[src/rtl/csp_pkg.sv]
/*
 Package for the camera strobe, PWM, general-purpose pin and lamp unit.
 Assumes a single 250 MHz clock and a synchronous active-high reset.
*/
package csp_pkg;
   localparam int unsigned CLK_FREQ_HZ      = 250000000;
   localparam int unsigned US_PER_S         = 1000000;
   localparam int unsigned TICK_DIV         = CLK_FREQ_HZ / US_PER_S;
   localparam logic [7:0]  TICK_DIV_LAST    = 8'(TICK_DIV - 1);
   localparam logic [31:0] PWM_FREQ_MIN_HZ  = 32'h0000_0001;
   localparam logic [31:0] PWM_FREQ_MAX_HZ  = 32'h0000_2710;
   localparam logic [31:0] PWM_FREQ_INC_HZ  = 32'h0000_0001;
   localparam logic [15:0] DUTY_MIN         = 16'h0000;
   localparam logic [15:0] DUTY_FULL        = 16'h8000;
   localparam logic [15:0] DUTY_INC         = 16'h0001;
   localparam logic [31:0] STB_DELAY_MIN_US = 32'h0000_0000;
   localparam logic [31:0] STB_DELAY_MAX_US = 32'h7FFF_FFFF;
   localparam logic [31:0] STB_LEN_MIN_US   = 32'h0000_0000;
   localparam logic [31:0] STB_LEN_MAX_US   = 32'hFFFF_FFFF;
   localparam logic [31:0] STB_INC_US       = 32'h0000_0001;
   localparam logic [31:0] STB_PIN_MIN_US   = 32'h0000_0014;
   localparam logic [31:0] STB_GPIO_MIN_US  = 32'h0000_0001;
   localparam logic [1:0]  PIN_CAP_INPUT    = 2'h1;
   localparam logic [1:0]  PIN_CAP_OUTPUT   = 2'h2;
   localparam logic [1:0]  PIN_CAP_MASK     = PIN_CAP_INPUT | PIN_CAP_OUTPUT;
   localparam logic [1:0]  PWM_PIN_CAPS     = 2'h3;
   localparam logic        LAMP_RESET       = 1'b0;

   typedef enum logic [2:0] {
      STB_OFF         = 3'h0,
      STB_TRIG_LO     = 3'h1,
      STB_TRIG_HI     = 3'h2,
      STB_CONST_HI    = 3'h3,
      STB_CONST_LO    = 3'h4,
      STB_FREE_LO     = 3'h5,
      STB_FREE_HI     = 3'h6,
      STB_PWM         = 3'h7
   } csp_strobe_mode_t;

   typedef enum logic [2:0] {
      ST_IDLE  = 3'b001,
      ST_DELAY = 3'b010,
      ST_PULSE = 3'b100
   } csp_stb_state_t;
endpackage : csp_pkg

[src/rtl/csp_top.sv]
/*
 Strobe, PWM, two general-purpose pins and a two-colour lamp.
 Assumes exposure start and end arrive as one-cycle pulses on the same clock.
*/
//Contract
// - Zero strobe length keeps strobe active until exposure ends; with global start shutter the code ends it at first row end instead.
// - Delay is signed microseconds, length unsigned microseconds.
// - PWM frequency programmable from 1 Hz to 10000 Hz.
// - PWM duty 0.0 to 1.0, full means always high.
// - PWM mode routes PWM waveform onto the strobe output.
// - PWM routing can place PWM on pin 1 or pin 2.
// - Report PWM-capable pins and PWM current, min, max, increment values.
// - Lamp has orange and green states, current state readable.
// - Toggle command swaps the lamp to the other colour.
// - Selected pin returns capability mask of input or output.
// - Configuration write sets pin mode; read returns current mode.
// - Pin level reads 0 low, 1 high; writes drive low or high.
// - Constant modes hold strobe static high or low.
// - High-active and low-active pulse modes in trigger and freerun.
module csp_top
   import csp_pkg::*;
(
   // Clock and reset
   input  wire logic             ref_clk_in,
   input  wire logic             sys_rst_in,
   // Exposure timing
   input  wire logic             expo_start_in,
   input  wire logic             expo_end_in,
   input  wire logic             first_row_end_in,
   input  wire logic             global_start_shutter_in,
   input  wire logic             trigger_mode_in,
   // Strobe settings
   input  wire csp_pkg::csp_strobe_mode_t strobe_mode_in,
   input  wire logic signed [31:0] strobe_delay_us_in,
   input  wire logic [31:0]      strobe_length_us_in,
   // PWM settings
   input  wire logic [31:0]      pwm_frequency_in,
   input  wire logic [15:0]      pwm_duty_in,
   input  wire logic [1:0]       set_pwm_routing_in,
   // Pin configuration
   input  wire logic             pin_select_in,
   input  wire logic             pin_cfg_wr_in,
   input  wire logic             pin_direction_cfg_in,
   input  wire logic             pin_level_in,
   input  wire logic [1:0]       gpio_pin_in,
   // Lamp
   input  wire logic             lamp_set_in,
   input  wire logic             lamp_green_in,
   input  wire logic             lamp_toggle_cmd_in,
   // Strobe and pins
   output logic                  strobe_out,
   output logic [1:0]            gpio_pin_out,
   output logic [1:0]            gpio_pin_oe_out,
   // Readback
   output logic [1:0]            pin_capability_mask_out,
   output logic                  pin_direction_cfg_out,
   output logic                  pin_level_out,
   output logic [1:0]            pwm_pin_caps_out,
   output logic [31:0]           pwm_freq_cur_out,
   output logic [31:0]           pwm_freq_min_out,
   output logic [31:0]           pwm_freq_max_out,
   output logic [31:0]           pwm_freq_inc_out,
   output logic [15:0]           pwm_duty_cur_out,
   output logic [15:0]           pwm_duty_min_out,
   output logic [15:0]           pwm_duty_max_out,
   output logic [15:0]           pwm_duty_inc_out,
   output logic [1:0]            pwm_routing_out,
   output logic                  lamp_green_out,
   output logic                  lamp_orange_out
);
   import csp_pkg::*;

   logic [7:0]     div_q;
   logic           tick_us;
   csp_stb_state_t st_q;
   csp_stb_state_t st_d;
   logic [31:0]    cnt_q;
   logic [31:0]    cnt_d;
   logic           pwm_wave;
   logic [1:0]     dir_q;
   logic [1:0]     lvl_q;
   logic           lamp_q;
   logic           pulse_on;
   logic           mode_ok;
   logic           mode_hi;
   logic           len_zero;
   logic           end_evt;
   logic [31:0]    delay_mag;
   logic           strobe_d;
   logic [1:0]     pin_drv;
   logic           sel_dir;
   logic           sel_lvl;

   // Microsecond tick
   assign tick_us = (div_q == TICK_DIV_LAST);

   always_ff @(posedge ref_clk_in) begin
      if (sys_rst_in || tick_us) begin
         div_q <= 8'h00;
      end else begin
         div_q <= div_q + 8'h01;
      end
   end

   csp_pwm u_pwm (
      .ref_clk_in (ref_clk_in),
      .sys_rst_in (sys_rst_in),
      .freq_hz_in (pwm_frequency_in),
      .duty_in    (pwm_duty_in),
      .pwm_out    (pwm_wave)
   );

   // Strobe mode decode
   assign mode_ok  = trigger_mode_in ? (strobe_mode_in == STB_TRIG_HI || strobe_mode_in == STB_TRIG_LO)
                                     : (strobe_mode_in == STB_FREE_HI || strobe_mode_in == STB_FREE_LO);
   assign mode_hi  = (strobe_mode_in == STB_TRIG_HI) || (strobe_mode_in == STB_FREE_HI);
   assign len_zero = (strobe_length_us_in == 32'h0);
   assign end_evt  = global_start_shutter_in ? first_row_end_in : expo_end_in;
   // Negative delay clamped to immediate start
   assign delay_mag = strobe_delay_us_in[31] ? 32'h0 : strobe_delay_us_in;

   always_comb begin
      st_d  = st_q;
      cnt_d = cnt_q;
      case (st_q)
         ST_IDLE: begin
            if (expo_start_in && mode_ok) begin
               cnt_d = delay_mag;
               st_d  = (delay_mag == 32'h0) ? ST_PULSE : ST_DELAY;
               if (delay_mag == 32'h0) begin
                  cnt_d = strobe_length_us_in;
               end
            end
         end
         ST_DELAY: begin
            if (!mode_ok) begin
               st_d = ST_IDLE;
            end else if (tick_us) begin
               // Extra tick so the full delay elapses whatever the tick phase
               cnt_d = cnt_q - 32'h1;
               if (cnt_q == 32'h0) begin
                  st_d  = ST_PULSE;
                  cnt_d = strobe_length_us_in;
               end
            end
         end
         ST_PULSE: begin
            if (!mode_ok) begin
               st_d = ST_IDLE;
            end else if (len_zero) begin
               if (end_evt) begin
                  st_d = ST_IDLE;
               end
            end else if (tick_us) begin
               cnt_d = cnt_q - 32'h1;
               if (cnt_q <= 32'h1) begin
                  st_d = ST_IDLE;
               end
            end
         end
         default: begin
            st_d  = ST_IDLE;
            cnt_d = 32'h0;
         end
      endcase
   end

   always_ff @(posedge ref_clk_in) begin
      if (sys_rst_in) begin
         st_q  <= ST_IDLE;
         cnt_q <= 32'h0;
      end else begin
         st_q  <= st_d;
         cnt_q <= cnt_d;
      end
   end

   assign pulse_on = (st_q == ST_PULSE);

   // Strobe output select
   always_comb begin
      case (strobe_mode_in)
         STB_CONST_HI: strobe_d = 1'b1;
         STB_CONST_LO: strobe_d = 1'b0;
         STB_PWM:      strobe_d = pwm_wave;
         STB_TRIG_HI,
         STB_FREE_HI:  strobe_d = pulse_on;
         STB_TRIG_LO,
         STB_FREE_LO:  strobe_d = ~pulse_on;
         default:      strobe_d = 1'b0;
      endcase
   end

   // Pins: PWM routing forces output
   assign pin_drv[0] = set_pwm_routing_in[0] ? pwm_wave : lvl_q[0];
   assign pin_drv[1] = set_pwm_routing_in[1] ? pwm_wave : lvl_q[1];
   assign sel_dir    = dir_q[pin_select_in];
   assign sel_lvl    = dir_q[pin_select_in] ? lvl_q[pin_select_in] : gpio_pin_in[pin_select_in];

   always_ff @(posedge ref_clk_in) begin
      if (sys_rst_in) begin
         dir_q <= 2'h0;
         lvl_q <= 2'h0;
      end else if (pin_cfg_wr_in) begin
         dir_q[pin_select_in] <= pin_direction_cfg_in;
         lvl_q[pin_select_in] <= pin_level_in;
      end
   end

   // Lamp state
   always_ff @(posedge ref_clk_in) begin
      if (sys_rst_in) begin
         lamp_q <= LAMP_RESET;
      end else if (lamp_set_in) begin
         lamp_q <= lamp_green_in;
      end else if (lamp_toggle_cmd_in) begin
         lamp_q <= ~lamp_q;
      end
   end

   // Registered outputs
   always_ff @(posedge ref_clk_in) begin
      if (sys_rst_in) begin
         strobe_out              <= 1'b0;
         gpio_pin_out            <= 2'h0;
         gpio_pin_oe_out         <= 2'h0;
         pin_capability_mask_out <= 2'h0;
         pin_direction_cfg_out   <= 1'b0;
         pin_level_out           <= 1'b0;
         pwm_pin_caps_out        <= 2'h0;
         pwm_freq_cur_out        <= 32'h0;
         pwm_freq_min_out        <= 32'h0;
         pwm_freq_max_out        <= 32'h0;
         pwm_freq_inc_out        <= 32'h0;
         pwm_duty_cur_out        <= 16'h0;
         pwm_duty_min_out        <= 16'h0;
         pwm_duty_max_out        <= 16'h0;
         pwm_duty_inc_out        <= 16'h0;
         pwm_routing_out         <= 2'h0;
         lamp_green_out          <= 1'b0;
         lamp_orange_out         <= 1'b0;
      end else begin
         strobe_out              <= strobe_d;
         gpio_pin_out            <= pin_drv;
         gpio_pin_oe_out         <= dir_q | set_pwm_routing_in;
         pin_capability_mask_out <= PIN_CAP_MASK;
         pin_direction_cfg_out   <= sel_dir;
         pin_level_out           <= sel_lvl;
         pwm_pin_caps_out        <= PWM_PIN_CAPS;
         pwm_freq_cur_out        <= pwm_frequency_in;
         pwm_freq_min_out        <= PWM_FREQ_MIN_HZ;
         pwm_freq_max_out        <= PWM_FREQ_MAX_HZ;
         pwm_freq_inc_out        <= PWM_FREQ_INC_HZ;
         pwm_duty_cur_out        <= pwm_duty_in;
         pwm_duty_min_out        <= DUTY_MIN;
         pwm_duty_max_out        <= DUTY_FULL;
         pwm_duty_inc_out        <= DUTY_INC;
         pwm_routing_out         <= set_pwm_routing_in;
         lamp_green_out          <= lamp_q;
         lamp_orange_out         <= ~lamp_q;
      end
   end
endmodule : csp_top

[src/rtl/csp_pwm.sv]
/*
 PWM waveform generator with frequency in hertz and duty in 1/32768 units.
 Clamps frequency into the 1 Hz to 10000 Hz range itself; duty at or above full gives always high.
*/
module csp_pwm
   import csp_pkg::*;
(
   // Clock and reset
   input  wire logic        ref_clk_in,
   input  wire logic        sys_rst_in,
   // Settings
   input  wire logic [31:0] freq_hz_in,
   input  wire logic [15:0] duty_in,
   // Waveform
   output logic             pwm_out
);
   logic [31:0] period;
   logic [47:0] high_full;
   logic [31:0] high_cnt;
   logic [31:0] cnt_q;
   logic [31:0] freq_c;

   assign freq_c    = (freq_hz_in < PWM_FREQ_MIN_HZ) ? PWM_FREQ_MIN_HZ :
                      (freq_hz_in > PWM_FREQ_MAX_HZ) ? PWM_FREQ_MAX_HZ : freq_hz_in;
   assign period    = 32'(CLK_FREQ_HZ) / freq_c;
   assign high_full = 48'(period) * 48'(duty_in);
   assign high_cnt  = (duty_in >= DUTY_FULL) ? period : high_full[46:15];

   always_ff @(posedge ref_clk_in) begin
      if (sys_rst_in || cnt_q >= period - 32'h1) begin
         cnt_q <= 32'h0;
      end else begin
         cnt_q <= cnt_q + 32'h1;
      end
   end

   always_ff @(posedge ref_clk_in) begin
      if (sys_rst_in) begin
         pwm_out <= 1'b0;
      end else begin
         pwm_out <= (cnt_q < high_cnt);
      end
   end
endmodule : csp_pwm

[config.mk]
export PLATFORM = sky130hd
export DESIGN_NAME = csp_top
export DESIGN_NICKNAME = d
export VERILOG_FILES = /design/src/rtl/csp_pkg.sv /design/src/rtl/csp_top.sv /design/src/rtl/csp_pwm.sv
export SDC_FILE = /design/constraint.sdc
export NUM_CORES = 2
export LEC_CHECK = 0
export ABC_AREA = 1
export BUFFER_PORTS_ARGS = -buffer_cell sky130_fd_sc_hd__buf_2
export CAP_MARGIN = 10
export CORE_MARGIN = 5
export CORE_UTILIZATION = 35
export CTS_BUF_LIST = sky130_fd_sc_hd__clkbuf_16
export CTS_CLUSTER_DIAMETER = 200
export DETAILED_ROUTE_END_ITERATION = 12
export SYNTH_ARGS = -nofsm -noshare
export SYNTH_HDL_FRONTEND = slang
export SYNTH_SLANG_ARGS = --single-unit
export TNS_END_PERCENT = 20
[constraint.sdc]
create_clock -name ref_clk_in -period 96.7 [get_ports ref_clk_in]
set_input_delay 9.67 -clock ref_clk_in [delete_from_list [all_inputs] [get_ports ref_clk_in]]
set_output_delay 9.67 -clock ref_clk_in [all_outputs]
set_load 0.01 [all_outputs]
==> key figures <==
Run status
  – Status: completed

Logic synthesis
  – Dominant cells by area after synthesis: ha_1, fa_1, nand2_1
  – Post-Synth XOR/XNOR Area: 7.23%
  – Synth Area in Simple Gates: 26.5%
  – Mapped cell area: 52,600 um2
  – Post-Syn Area per Cell: 6.47 um2
  – Ys flop type: dfxtp_1
  – FFs w/ async S/R, synth: 0%
  – Cells after Synth: 8,131
  – Post-synth EDFFs: 0
  – Mux cell area share after synthesis: 0.155%
  – Main combinational cell family by area after synthesis: adder cells
  – Yosys warns: 0
  – Count of state elements after synthesis: 141
  – Post-synth top area cell: ha_1
  – Compound-gate portion of the synthesized area: 15.4%
  – Post-Synth Adder-Cell Area: 32.0%
  – Netlist cell types: 80
  – Sequential share of the synthesized area: 5.37%
  – Synth top area share: 16.1%

Setup path
  – CP delay by family, top: compound AO/OA/AOI/OAI gates
  – Crit path max fanout: 42
  – Crit path from: pwm_frequency_in[11]
  – Buffers & Inverters on Critical Path: 89
  – CP peak stage delay: 0.54 ns
  – Critical path class: in2reg
  – CP max stage cell: fa_1
  – RR Startpoint: u_pwm.cnt_q[2]
  – Critical Path Start Type: input port
  – CP Capture Type: flop
  – WP data arrival: 89.05 ns
  – CP most frequent cell: nand2_1
  – CP required: 97.13 ns

STA
  – Clock Skew: 0.0224 ns
  – Max Slew Vio Count: 0
  – Least-Margin Pin Slew: 1.22 ns
  – Part of the cycle the worst path needs: 91.6%
  – Setup TNS: 0 ns
  – Setup Viol. Count Final: 0
  – Hold slack: 0.458 ns
  – Fin. Hold Viols: 0
  – Tmin final: 88.62 ns
  – Relative slew slack: 17.8%
  – Max frequency: 11.3 MHz

Layout
  – Design Area, Final: 57,000 um2
  – Share of layout cells above drive strength 1: 6.77%
  – Fillers: 16,240
  – Final #Nets: 9,630
  – Final core utilization: 38.1%
  – Number of diodes: 0
  – Area grow syn2layout: 8.39%

CTS
  – CTS tree: yes
  – Clk root buf: clkbuf_16
  – Total clock sinks: 141
  – Max Buffers Root-to-Sink: 2
  – Later-pin clock latency in the skew report: 0.51 ns
  – Hold bufs inserted after CTS: 0
  – Clock transition at the registers of the reported paths: 0.07 ns
  – H-tree levels: 4
  – TritonCTS Buffers: 17

Placed design
  – PortBufs: 204
  – GPL Wtd Cong: 0.946
  – Detailed Place HPWL: 152 mm
  – Cell Area, Placed: 55,800 um2

Drt
  – # DRC: 0
  – Initial DRC count: 3,849
  – Per-cell routed wire length: 17.9 um
  – 1st-pass router iterations: 6
  – Remaining antenna violation count: 0
  – Vias: 53,039
  – Via density per instance: 5.08
  – Final WL: 187 mm

Floorplan
  – Starting Density: 35.1%
  – I/O pin cnt: 340
  – DIE WIDTH: 398 um
  – Core outline area: 150,000 um2
  – Die ar.: 158,000 um2
  – Core Rows: 142
  – Die height: 398 um

Job
  – Max Cap Viol: 0

GRT
  – First-pass GRT wire length: 290 mm
  – GRT Util Overall: 22.9%
  – Number of global-route vias before repair: 52,073
  – Total grt overflow: 0
  – Largest net degree at the start of global routing: 50
  – Antenna violations before repair: 1

Worst hold path
  – Hold path start: lamp_q
  – Worst hold path class: reg2reg
## worst reg2reg max path: cells and delay by family, from the launching register on
| family | cells | cell delay (ns) |
|---|---|---|
| buffers and inverters | 4 | 0.38 |
| AND/OR/NAND/NOR | 15 | 2.79 |
| AO/OA/AOI/OAI | 1 | 0.28 |
| flip-flops | 1 | 0.48 |
## synthesized netlist by cell type, types with 9 or more instances
cell         n
nand2_1   2034
inv_1     1273
ha_1       678
nor2_1     651
a21oi_1    650
fa_1       416
nand3_1    362
o21ai_0    288
xor2_1     260
xnor2_1    174
buf_4      156
dfxtp_1    141
clkbuf_1   130
o21ai_1     88
nand4_1     80
or2_2       72
nor3_1      60
o21bai_1    57
o211ai_1    53
buf_2       45
buf_1       41
a31oi_1     38
o21a_1      38
a211oi_1    34
inv_2       24
a21o_1      23
o21ai_2     20
a21boi_0    19
nand2_2     19
a221oi_1    13
nor4_1      13
o31ai_1     13
nand3b_1    12
nor3b_1     11
nand3_2     10
and2_1       9
nor2_2       9
o221ai_1     9
## logic make-up (layout without fill, tap and decap cells)
logic type               count (synthesis)  after routing
AND/OR/NAND/NOR                       3367           3367
buffers and inverters                 1681           1644
AO/OA/AOI/OAI                         1404           1406
adder cells (fa/ha/maj)               1094           1094
XOR/XNOR                               434            434
flip-flops                             141            141
multiplexers                             8              8
other                                    2            322
## per-stage QoR
step,setup WS [ns],std cells
floorplan,19.35,8451
global placement,1.40,10355
detailed placement,-0.468,10355
CTS,0.0780,10387
global route,-0.268,10432
finish,8.08,10432
## layout by cell type (no fill, tap or decap), drive strengths merged, types with 7 or more instances in the layout
cell type  instances
ha               678
nand2           2054
buf              301
nand3            372
nor3b             12
xnor2            174
mux2i              7
o21bai            58
dfxtp            141
o2111ai            7
a21o              23
fa               416
o21ai            398
xor2             260
clkinv            10
inv             1295
a21boi            27
a31oi             38
conb             322
a221oi            13
o41ai              8
clkinvlp          20
a211oi            35
or2               75
nor4              13
nand3b            12
o211ai            53
a21oi            659
o221ai             9
clkbuf            17
and2              10
nor2             664
o21a              38
o31ai             15
nor3              62
nand4             81
## path summary, 6_finish.rpt
| kind | cells after the start | slack [ns] | end |
|---|---|---|---|
| min reg2reg | 2 | 0.46 | lamp_green_out |
| min | 2 | 0.46 | lamp_green_out |
| max | 524 | 8.08 | u_pwm.pwm_out |
| max reg2reg | 20 | 92.69 | u_pwm.cnt_q[29] |
## layer usage
layer / share of wire (%) / up-vias / GRT usage (%) / wire length [um]
li1: - / 26161 / - / -
met1: 44 / 24965 / 30.2 / 82900
met2: 46 / 1591 / 39.3 / 86500
met3: 5.7 / 322 / 2.30 / 10600
met4: 3.8 / 0 / 7.59 / 7160
met5: 0 / - / 0 / 0
## area by class of cell
cell class / count / area [um2] / area share, %
clock inverters: 15 / 138 / 0.242
clock buffers: 17 / 425 / 0.747
multi-input cells: 6631 / 44200 / 77.6
flip-flops and latches: 141 / 2820 / 4.95
repair inverters: 7 / 35.0 / 0.0615
well taps: 2016 / 2520 / 4.43
inverters: 1304 / 4980 / 8.74
repair buffers: 301 / 1840 / 3.23
## what timing repair did
| item | CTS | global route |
|---|---|---|
| gates resized for setup | 1 | 90 |
| cloned | 0 | 9 |
| buffers inserted | 0 | 36 |
| hold endpoints to repair | 0 | 0 |
| pin swaps | 0 | 6 |
| endpoints found under the setup margin | 1 | 33 |
## registers in the layout (all words and copies together), names as in the netlist
| signal | flops |
|---|---|
| pin_level_out | 1 |
| lamp_orange_out | 1 |
| lvl_q | 2 |
| lamp_green_out | 1 |
| pwm_routing_out | 2 |
| u_pwm.cnt_q | 32 |
| pwm_freq_cur_out | 32 |
| gpio_pin_out | 2 |
| strobe_out | 1 |
| cnt_q | 32 |
| pin_direction_cfg_out | 1 |
| pwm_pin_caps_out | 1 |
| st_q | 3 |
| gpio_pin_oe_out | 2 |
| pwm_duty_cur_out | 16 |
| div_q | 8 |
| u_pwm.pwm_out | 1 |
| dir_q | 2 |
| lamp_q | 1 |
Power is not shown: default switching activity piles up to over one toggle a cycle in this logic, so the estimate is an artifact.
